[src/wdrc_pkg.sv]
package wdrc_pkg;

   // Register byte offsets on the APB
   localparam logic [7:0] OFS_RESET_CAUSE = 8'h00;
   localparam logic [7:0] OFS_WDT_CONTROL = 8'h04;
   localparam logic [7:0] OFS_WDT_RESTART = 8'h08;
   localparam logic [7:0] OFS_IRQ_STATUS  = 8'h0C;
   localparam logic [7:0] OFS_IRQ_ENABLE  = 8'h10;
   localparam logic [7:0] OFS_IRQ_CLEAR   = 8'h14;

   // Reset cause flag positions
   localparam int POS_POWERON  = 0;
   localparam int POS_EXTERNAL = 1;
   localparam int POS_BROWNOUT = 2;
   localparam int POS_WATCHDOG = 3;
   localparam int POS_DEBUG    = 4;

   // Interrupt event positions
   localparam int POS_IRQ_TIMEOUT = 0;
   localparam int POS_IRQ_RSTEVT  = 1;

   // Reset values
   localparam logic [4:0] RST_RESET_CAUSE = 5'h01;
   localparam logic [2:0] RST_TIMEOUT_SEL = 3'h0;
   localparam logic [1:0] RST_IRQ         = 2'h0;

   // Timing
   localparam int unsigned OSC_FREQ_HZ     = 1000000;
   localparam int unsigned BASE_TIMEOUT    = 16384;
   localparam logic [2:0]  TOE_HOLD_CYCLES = 3'h4;
   localparam int          WDT_CNT_W       = 22;

   // Watchdog control register layout
   typedef struct packed {
      logic [2:0] reserved;
      logic       turn_off_enable;
      logic       watchdog_enable;
      logic [2:0] timeout_select;
   } wdrc_ctrl_s;

   // External reset events after synchronising
   typedef struct packed {
      logic debug;
      logic brownout;
      logic external;
   } wdrc_rstevt_s;

endpackage

[src/wdrc_top.sv]
`timescale 1ns/1ps
module wdrc_top #(
   parameter int unsigned BASE_TIMEOUT_CYCLES = wdrc_pkg::BASE_TIMEOUT
) (
   // APB clock and power-on reset
   input  wire logic        pclk,
   input  wire logic        presetn,
   // APB slave
   input  wire logic        psel,
   input  wire logic        penable,
   input  wire logic        pwrite,
   input  wire logic [7:0]  paddr,
   input  wire logic [31:0] pwdata,
   output logic [31:0]      prdata,
   output logic             pready,
   output logic             pslverr,
   // Watchdog oscillator pin
   input  wire logic        wdt_osc_clk,
   // Asynchronous reset sources
   input  wire logic        ext_reset_evt,
   input  wire logic        brownout_evt,
   input  wire logic        debug_reset_evt,
   // System reset request and interrupt
   output logic             wdt_reset_pulse,
   output logic             irq
);

   // Raw asynchronous inputs, one per synchroniser
   logic [3:0]                 async_in;
   logic [3:0]                 sync1_reg;
   logic [3:0]                 sync2_reg;

   // Oscillator and reset event edge detection
   logic                       osc_prev_reg;
   logic                       osc_tick;
   wdrc_pkg::wdrc_rstevt_s     rst_evt;
   wdrc_pkg::wdrc_rstevt_s     rst_prev_reg;
   logic                       rst_rise;

   // APB decode
   logic                       setup_phase;
   logic                       wr_access;
   logic                       hit_known;
   logic [31:0]                rd_value;
   logic [31:0]                prdata_next;
   logic                       pready_next;
   logic                       pslverr_next;
   logic                       wr_cause;
   logic                       wr_ctrl;
   logic                       wr_restart;
   logic                       wr_irq_en;
   logic                       wr_irq_clr;

   // Control register state
   logic                       wde_reg;
   logic                       wde_next;
   logic [2:0]                 sel_reg;
   logic [2:0]                 sel_next;
   logic [2:0]                 toe_cnt_reg;
   logic [2:0]                 toe_cnt_next;
   logic                       toe_bit;
   wdrc_pkg::wdrc_ctrl_s       ctrl_view;

   // Watchdog counter state
   logic [wdrc_pkg::WDT_CNT_W-1:0] cnt_reg;
   logic [wdrc_pkg::WDT_CNT_W-1:0] cnt_next;
   logic [wdrc_pkg::WDT_CNT_W-1:0] limit;
   logic                       expire;
   logic                       pulse_next;
   logic                       pulse_reg;

   // Reset cause flags
   logic [4:0]                 cause_reg;
   logic [4:0]                 cause_next;

   // Interrupt state
   logic [1:0]                 irq_stat_reg;
   logic [1:0]                 irq_stat_next;
   logic [1:0]                 irq_en_reg;
   logic [1:0]                 irq_en_next;
   logic                       irq_reg;
   logic                       irq_next;

   assign async_in = {debug_reset_evt, brownout_evt, ext_reset_evt, wdt_osc_clk};

   // Two-flop synchronisers, one per asynchronous input
   genvar gi;
   generate
      for (gi = 0; gi < 4; gi++) begin : g_sync
         always_ff @(posedge pclk or negedge presetn) begin
            if (!presetn) begin
               sync1_reg[gi] <= 1'b0;
               sync2_reg[gi] <= 1'b0;
            end else begin
               sync1_reg[gi] <= async_in[gi];
               sync2_reg[gi] <= sync1_reg[gi];
            end
         end
      end
   endgenerate

   // Edge detection after the second stage only
   // level crossing, rising edge once
   always_comb begin
      osc_tick = sync2_reg[0] & ~osc_prev_reg;
      rst_evt  = wdrc_pkg::wdrc_rstevt_s'(sync2_reg[3:1]);
      rst_rise = |(rst_evt & ~rst_prev_reg);
   end

   // Previous samples for edge detection
   always_ff @(posedge pclk or negedge presetn) begin
      if (!presetn) begin
         osc_prev_reg <= 1'b0;
         rst_prev_reg <= '0;
      end else begin
         osc_prev_reg <= sync2_reg[0];
         rst_prev_reg <= rst_evt;
      end
   end

   // APB phase and address decode
   always_comb begin
      setup_phase = psel & ~penable;
      // Writes land only at the access edge with ready high
      wr_access   = psel & penable & pready & pwrite;
      wr_cause    = wr_access & (paddr == wdrc_pkg::OFS_RESET_CAUSE);
      wr_ctrl     = wr_access & (paddr == wdrc_pkg::OFS_WDT_CONTROL);
      wr_restart  = wr_access & (paddr == wdrc_pkg::OFS_WDT_RESTART);
      wr_irq_en   = wr_access & (paddr == wdrc_pkg::OFS_IRQ_ENABLE);
      wr_irq_clr  = wr_access & (paddr == wdrc_pkg::OFS_IRQ_CLEAR);
   end

   // Control register as software sees it
   always_comb begin
      toe_bit                   = (toe_cnt_reg != 3'h0);
      ctrl_view.reserved        = 3'h0;
      ctrl_view.turn_off_enable = toe_bit;
      ctrl_view.watchdog_enable = wde_reg;
      ctrl_view.timeout_select  = sel_reg;
   end

   // Read mux, sampled in the setup cycle
   always_comb begin
      rd_value  = 32'h0000_0000;
      hit_known = 1'b1;
      case (paddr)
         wdrc_pkg::OFS_RESET_CAUSE: rd_value[4:0] = cause_reg;
         wdrc_pkg::OFS_WDT_CONTROL: rd_value[7:0] = ctrl_view;
         wdrc_pkg::OFS_IRQ_STATUS:  rd_value[1:0] = irq_stat_reg;
         wdrc_pkg::OFS_IRQ_ENABLE:  rd_value[1:0] = irq_en_reg;
         // Write-only strobe and clear read zero
         wdrc_pkg::OFS_WDT_RESTART, wdrc_pkg::OFS_IRQ_CLEAR: rd_value = 32'h0000_0000;
         default: begin
            hit_known = 1'b0;
         end
      endcase
   end

   // Bus answer: ready in the first access cycle, never a wait state
   always_comb begin
      pready_next  = setup_phase;
      prdata_next  = setup_phase ? rd_value : 32'h0000_0000;
      pslverr_next = setup_phase & ~hit_known;
   end

   // Bus answer registers
   always_ff @(posedge pclk or negedge presetn) begin
      if (!presetn) begin
         pready  <= 1'b0;
         prdata  <= 32'h0000_0000;
         pslverr <= 1'b0;
      end else begin
         pready  <= pready_next;
         prdata  <= prdata_next;
         pslverr <= pslverr_next;
      end
   end

   // Control register next state
   always_comb begin
      wde_next     = wde_reg;
      sel_next     = sel_reg;
      toe_cnt_next = toe_cnt_reg;
      if (toe_cnt_reg != 3'h0) begin
         toe_cnt_next = toe_cnt_reg - 3'h1;
      end
      if (wr_ctrl) begin
         sel_next = pwdata[2:0];
         // a one restarts the four-cycle window
         if (pwdata[4]) begin
            toe_cnt_next = wdrc_pkg::TOE_HOLD_CYCLES;
         end
         // set always, clear only inside the window
         if (pwdata[3]) begin
            wde_next = 1'b1;
         end else if (toe_bit) begin
            // second step of the disable sequence
            wde_next = 1'b0;
         end
      end
   end

   // Control register state
   always_ff @(posedge pclk or negedge presetn) begin
      if (!presetn) begin
         wde_reg     <= 1'b0;
         sel_reg     <= wdrc_pkg::RST_TIMEOUT_SEL;
         toe_cnt_reg <= 3'h0;
      end else begin
         wde_reg     <= wde_next;
         sel_reg     <= sel_next;
         toe_cnt_reg <= toe_cnt_next;
      end
   end

   // Watchdog counter next state
   always_comb begin
      // base period doubled per select code
      limit = wdrc_pkg::WDT_CNT_W'(BASE_TIMEOUT_CYCLES) << sel_reg;
      // enabled counter reaching its period
      // At or past the end, so a shorter select never strands the count
      expire     = wde_reg & osc_tick & (cnt_reg >= limit - 1'b1);
      pulse_next = expire;
      cnt_next   = cnt_reg;
      // restart, disable or any chip reset clears it
      if (wr_restart | ~wde_reg | rst_rise | expire | pulse_reg) begin
         cnt_next = '0;
      end else if (osc_tick) begin
         cnt_next = cnt_reg + 1'b1;
      end
   end

   // Watchdog counter and reset pulse
   always_ff @(posedge pclk or negedge presetn) begin
      if (!presetn) begin
         cnt_reg   <= '0;
         pulse_reg <= 1'b0;
      end else begin
         cnt_reg   <= cnt_next;
         pulse_reg <= pulse_next;
      end
   end

   assign wdt_reset_pulse = pulse_reg;

   // Reset cause flags: write zero clears, events set, set wins
   always_comb begin
      cause_next = cause_reg;
      if (wr_cause) begin
         // only a software zero clears power-on flag
         cause_next = cause_reg & pwdata[4:0];
      end
      if (rst_evt.debug) begin
         cause_next[wdrc_pkg::POS_DEBUG] = 1'b1;
      end
      if (pulse_reg) begin
         cause_next[wdrc_pkg::POS_WATCHDOG] = 1'b1;
      end
      if (rst_evt.brownout) begin
         cause_next[wdrc_pkg::POS_BROWNOUT] = 1'b1;
      end
      if (rst_evt.external) begin
         cause_next[wdrc_pkg::POS_EXTERNAL] = 1'b1;
      end
   end

   // Power-on reset leaves only the power-on flag set
   always_ff @(posedge pclk or negedge presetn) begin
      if (!presetn) begin
         cause_reg <= wdrc_pkg::RST_RESET_CAUSE;
      end else begin
         cause_reg <= cause_next;
      end
   end

   // Interrupt status, enable and output
   always_comb begin
      irq_stat_next = irq_stat_reg;
      irq_en_next   = irq_en_reg;
      if (wr_irq_clr) begin
         irq_stat_next = irq_stat_reg & ~pwdata[1:0];
      end
      // Set after clear so a coincident event survives
      if (pulse_reg) begin
         irq_stat_next[wdrc_pkg::POS_IRQ_TIMEOUT] = 1'b1;
      end
      if (rst_rise) begin
         irq_stat_next[wdrc_pkg::POS_IRQ_RSTEVT] = 1'b1;
      end
      if (wr_irq_en) begin
         irq_en_next = pwdata[1:0];
      end
      irq_next = |(irq_stat_next & irq_en_next);
   end

   // Interrupt registers
   always_ff @(posedge pclk or negedge presetn) begin
      if (!presetn) begin
         irq_stat_reg <= wdrc_pkg::RST_IRQ;
         irq_en_reg   <= wdrc_pkg::RST_IRQ;
         irq_reg      <= 1'b0;
      end else begin
         irq_stat_reg <= irq_stat_next;
         irq_en_reg   <= irq_en_next;
         irq_reg      <= irq_next;
      end
   end

   assign irq = irq_reg;

endmodule

[config.mk]
export PLATFORM = sky130hd
export DESIGN_NAME = wdrc_top
export DESIGN_NICKNAME = d
export VERILOG_FILES = /design/src/wdrc_pkg.sv /design/src/wdrc_top.sv
export SDC_FILE = /design/constraint.sdc
export NUM_CORES = 1
export LEC_CHECK = 0
export ABC_CLOCK_PERIOD_IN_PS = 2200
export BUFFER_PORTS_ARGS = -buffer_cell sky130_fd_sc_hd__buf_2
export CAP_MARGIN = 20
export CORE_MARGIN = 2
export CORE_UTILIZATION = 45
export CTS_CLUSTER_SIZE = 16
export DETAILED_ROUTE_END_ITERATION = 8
export PLACE_DENSITY = 0.78
export SLEW_MARGIN = 40
export SYNTH_ARGS = -nofsm -noshare
export SYNTH_HDL_FRONTEND = slang
export SYNTH_SLANG_ARGS = --single-unit
export TNS_END_PERCENT = 50
[constraint.sdc]
create_clock -name pclk -period 2.2 [get_ports pclk]
set_input_delay 0.11 -clock pclk [delete_from_list [all_inputs] [get_ports pclk]]
set_output_delay 0.11 -clock pclk [all_outputs]
set_load 0.02 [all_outputs]
==> metrics.md <==
| Metric | Value |
|---|---|
| Outcome | `completed` |
| Worst setup SP type | `flop` |
| Initial antenna violation count | `0` |
| EDFF count, synth | `0` |
| DR vias/cell | `about 5` |
| Iteration-0 DRC Markers | `roughly 80` |
| Die W | `85.30 um` |
| Fraction of power consumed by sequential logic | `between 40% and 50%` |
| Vias | `~2.1k` |
| Reg2Reg Launch Point | `cnt_reg[4]$_DFFE_PN0P_` |
| Post-route worst setup slack | `approximately 0.27 ns` |
| First-pass GRT wire length | `roughly 9400 um` |
| Placed Cells | `400` |
| Worst-margin pin slew | `about 0.57 ns` |
| Syn Inst Count | `~300` |
| Clock power share | `~40%` |
| Max Transition Viols Final | `0` |
| RSZ-0062 raised after global routing | `false` |
| HP Class | `in -> reg` |
| Setup CP Type | `reg -> reg` |
| Critical path data required time | `approximately 2.4 ns` |
| # rows | `29` |
| Period utilisation layout | `between 80 and 90%` |
| Yosys warnings | `0` |
| Initial Util | `a little under half` |
| # fillers | `~570` |
| Area Growth Syn to Fin | `13.93%` |
| Cell Area, Synth | `about 3000 um^2` |
| Clk_lat worst skew | `about 0.34 ns` |
| Worst path most repeated cell | `nand4_1` |
| Placer Congestion | `0.8484` |
| Global Route Usage Sum | `between 10% and 20%` |
| Ports | `85` |
| Layout cells sized above 1 | `~17%` |
| Data arrival, critical path | `between 2 and 2.5 ns` |
| Yosys reg bits | `59` |
| DRC viols | `0` |
| Cell-internal power | `1.816 mW` |
| Worst IR Drop VDD | `around 0.00043 V` |
| Crit-path slowest cell | `nor4_1` |
| Reg2reg path depth | `6` |
| Buffers on Ports | `30` |
| Critical Path End Type | `flop` |
| Avg Inst Size Synth | `between 10 and 15 um^2` |
| Core outline area | `between 6000 and 7000 um^2` |
| Worst-path fanout max | `22` |
| Nets | `400` |
| Hold Startpoint | `pwdata[2]` |
| Seq/Total Area, Yosys | `49.68%` |
| CTS buffer count | `9` |
| Root buffer cell | `clkbuf_8` |
| Asr flop ratio synth | `between 90% and 100%` |
| ANT cells | `0` |
| Slew margin rel. | `about three fifths` |
| DR pass1 iterations | `4` |
| DP HPWL | `between 4000 and 5000 um` |
| Antenna viol nets, final | `0` |
| Routed len/inst | `between 10 and 15 um` |
| Die area | `just over 7000 um^2` |
| Leak | `about 1.6 nW` |
| Crit path launch | `cnt_reg[4]$_DFFE_PN0P_` |
| Hold Buf Count CTS | `6` |
| CTS sink count | `59` |
| Fmax | `around 520 MHz` |
| Largest net degree at the start of global routing | `27` |
| Die Ht | `85.30 um` |
| Final hold vios | `0` |
| Ys flop type | `dfrtp_1` |
| Netlist cell types | `39` |
| # H-tree levels | `3` |
| Worst-path cell chain | `nand4_1 > nor4_1 > nand3_1 > nand4_1 > buf_12 > nor2_1` |
| Worst path max stage delay | `about 0.50 ns` |
| Place WS | `about 0.28 ns` |
| PD cells | `~700 nW/um^2` |
| Setup repair bufs after CTS | `0` |
| Min Tclk post-route | `around 1.9 ns` |
| CTS tree | `yes` |
| Number of max-cap violations | `0` |
| Bufs on Longest Clock Path | `2` |
| Cell Count, Final, Fillers Out | `about 420` |
| Routed wire length | `~5500 um` |
| Aggregate global routing overflow | `0` |
| Reg clk slew, reported paths | `around 0.060 ns` |
| Net Sw Frac | `roughly a quarter` |
| Max reg flops | `22` |
| Hold path depth | `3` |
| Combinational power share | `11.3%` |
| Setup Skew | `0.007997 ns` |
| Net Sw Power | `approximately 0.58 mW` |
| Vias in the first global route | `2046` |
| Setup TNS | `0 ns` |
| Smallest hold slack | `between 0.006 and 0.007 ns` |
| Resized cells post-CTS | `0` |
| # setup viols final | `0` |
-- kinds of logic (layout without fill, tap and decap cells) --
family	count (synthesis)	after routing	synth area share [%]
AND/OR/NAND/NOR	120	120	20.15
flip-flops	59	59	49.68
buffers and inverters	45	69	9.634
AO/OA/AOI/OAI	27	27	5.974
XOR/XNOR	22	22	6.479
adder cells (fa/ha/maj)	11	11	4.628
multiplexers	9	9	3.197
other	2	28	0.2525
-- synth_stat cells (4+ instances only) --
| cell | number | share of area, % |
|---|---|---|
| nor4_1 | 6 | 1.3 |
| a21oi_1 | 11 | 1.9 |
| dfrtp_1 | 58 | 49 |
| nand2_1 | 18 | 2.3 |
| xnor2_1 | 9 | 2.7 |
| nand2b_1 | 4 | 0.84 |
| ha_1 | 11 | 4.6 |
| o21ai_0 | 4 | 0.67 |
| nor2b_1 | 4 | 0.84 |
| inv_1 | 11 | 1.4 |
| nor3_1 | 8 | 1.3 |
| xor2_1 | 13 | 3.8 |
| nor2_1 | 45 | 5.7 |
| mux2i_1 | 5 | 1.7 |
| mux2_2 | 4 | 1.5 |
| nand3_1 | 14 | 2.4 |
| buf_4 | 29 | 7.3 |
| nand4_1 | 13 | 2.7 |
-- cell type report --
cell class	count	area [um^2]	area share, %
clock buffer	14	162.7	4.801
clock inverter	2	35.03	1.034
inverter	11	41.29	1.219
multi-input combinational	217	1308	38.59
sequential	59	1478	43.61
tap	77	96.34	2.843
timing repair buffer	42	267.8	7.903
-- cells in the final DEF, fill, tap and decap left out, types with 4 or more instances in the layout --
| cell type | n |
|---|---|
| nor3_1 | 8 |
| nor4_1 | 6 |
| buf_4 | 5 |
| ha_1 | 11 |
| o21ai_0 | 4 |
| mux2_2 | 4 |
| nor2b_1 | 4 |
| nand3_1 | 14 |
| conb_1 | 28 |
| xor2_1 | 13 |
| nand4_1 | 13 |
| mux2i_1 | 5 |
| xnor2_1 | 9 |
| buf_2 | 30 |
| dlygate4sd3_1 | 6 |
| clkbuf_8 | 11 |
| nand2b_1 | 4 |
| nand2_1 | 18 |
| dfrtp_1 | 58 |
| a21oi_1 | 11 |
| inv_1 | 11 |
| nor2_1 | 45 |
-- metrics by stage --
step | power [mW] | instance area, um^2 | utilization (%)
after floorplan | 1.387 | 3072 | -
after global placement | 1.419 | 3131 | 49.02
after detailed placement | 1.434 | 3131 | 49.02
after CTS | 2.423 | 3388 | 53.06
after global routing | 2.510 | 3388 | 53.06
final | 2.395 | 3388 | 53.06
-- routing by layer --
layer	vias to the layer above	GRT usage [%]	wire (um)
met5	-	0	0
met4	0	9.235	140
met3	10	4.183	247
met2	57	26.28	2663
met1	1017	20.91	2458
li1	1047	-	-
-- final timing paths --
| path | end | slack (ns) |
|---|---|---|
| hold reg to reg | sync2_reg[0]$_DFF_PN0_ | 0.35 |
| setup / recovery | cnt_reg[15]$_DFFE_PN0P_ | 0.27 |
| setup reg to reg | cnt_reg[15]$_DFFE_PN0P_ | 0.27 |
| max in group asynchronous | cnt_reg[2]$_DFFE_PN0P_ | 1.18 |
| min in group asynchronous | sync1_reg[1]$_DFF_PN0_ | 0.31 |
| hold / removal | sel_reg[2]$_DFFE_PN0P_ | 0.007 |
-- worst max-delay path: cells and delay by family (launching register included) --
kind	cells	cell delay, ns
simple gates	5	1.23
flops	1	0.41
buf+inv	1	0.17
-- power groups by stage --
stage / registers [mW] / logic (mW) / clock network (mW)
finish: 1.15 / 0.271 / 0.971
detailed placement: 1.17 / 0.262 / 0
global placement: 1.17 / 0.249 / 0
floorplan: 1.17 / 0.217 / 0
CTS: 1.15 / 0.273 / 0.997
global route: 1.16 / 0.312 / 1.04
Power figures use the tool's default switching activity.
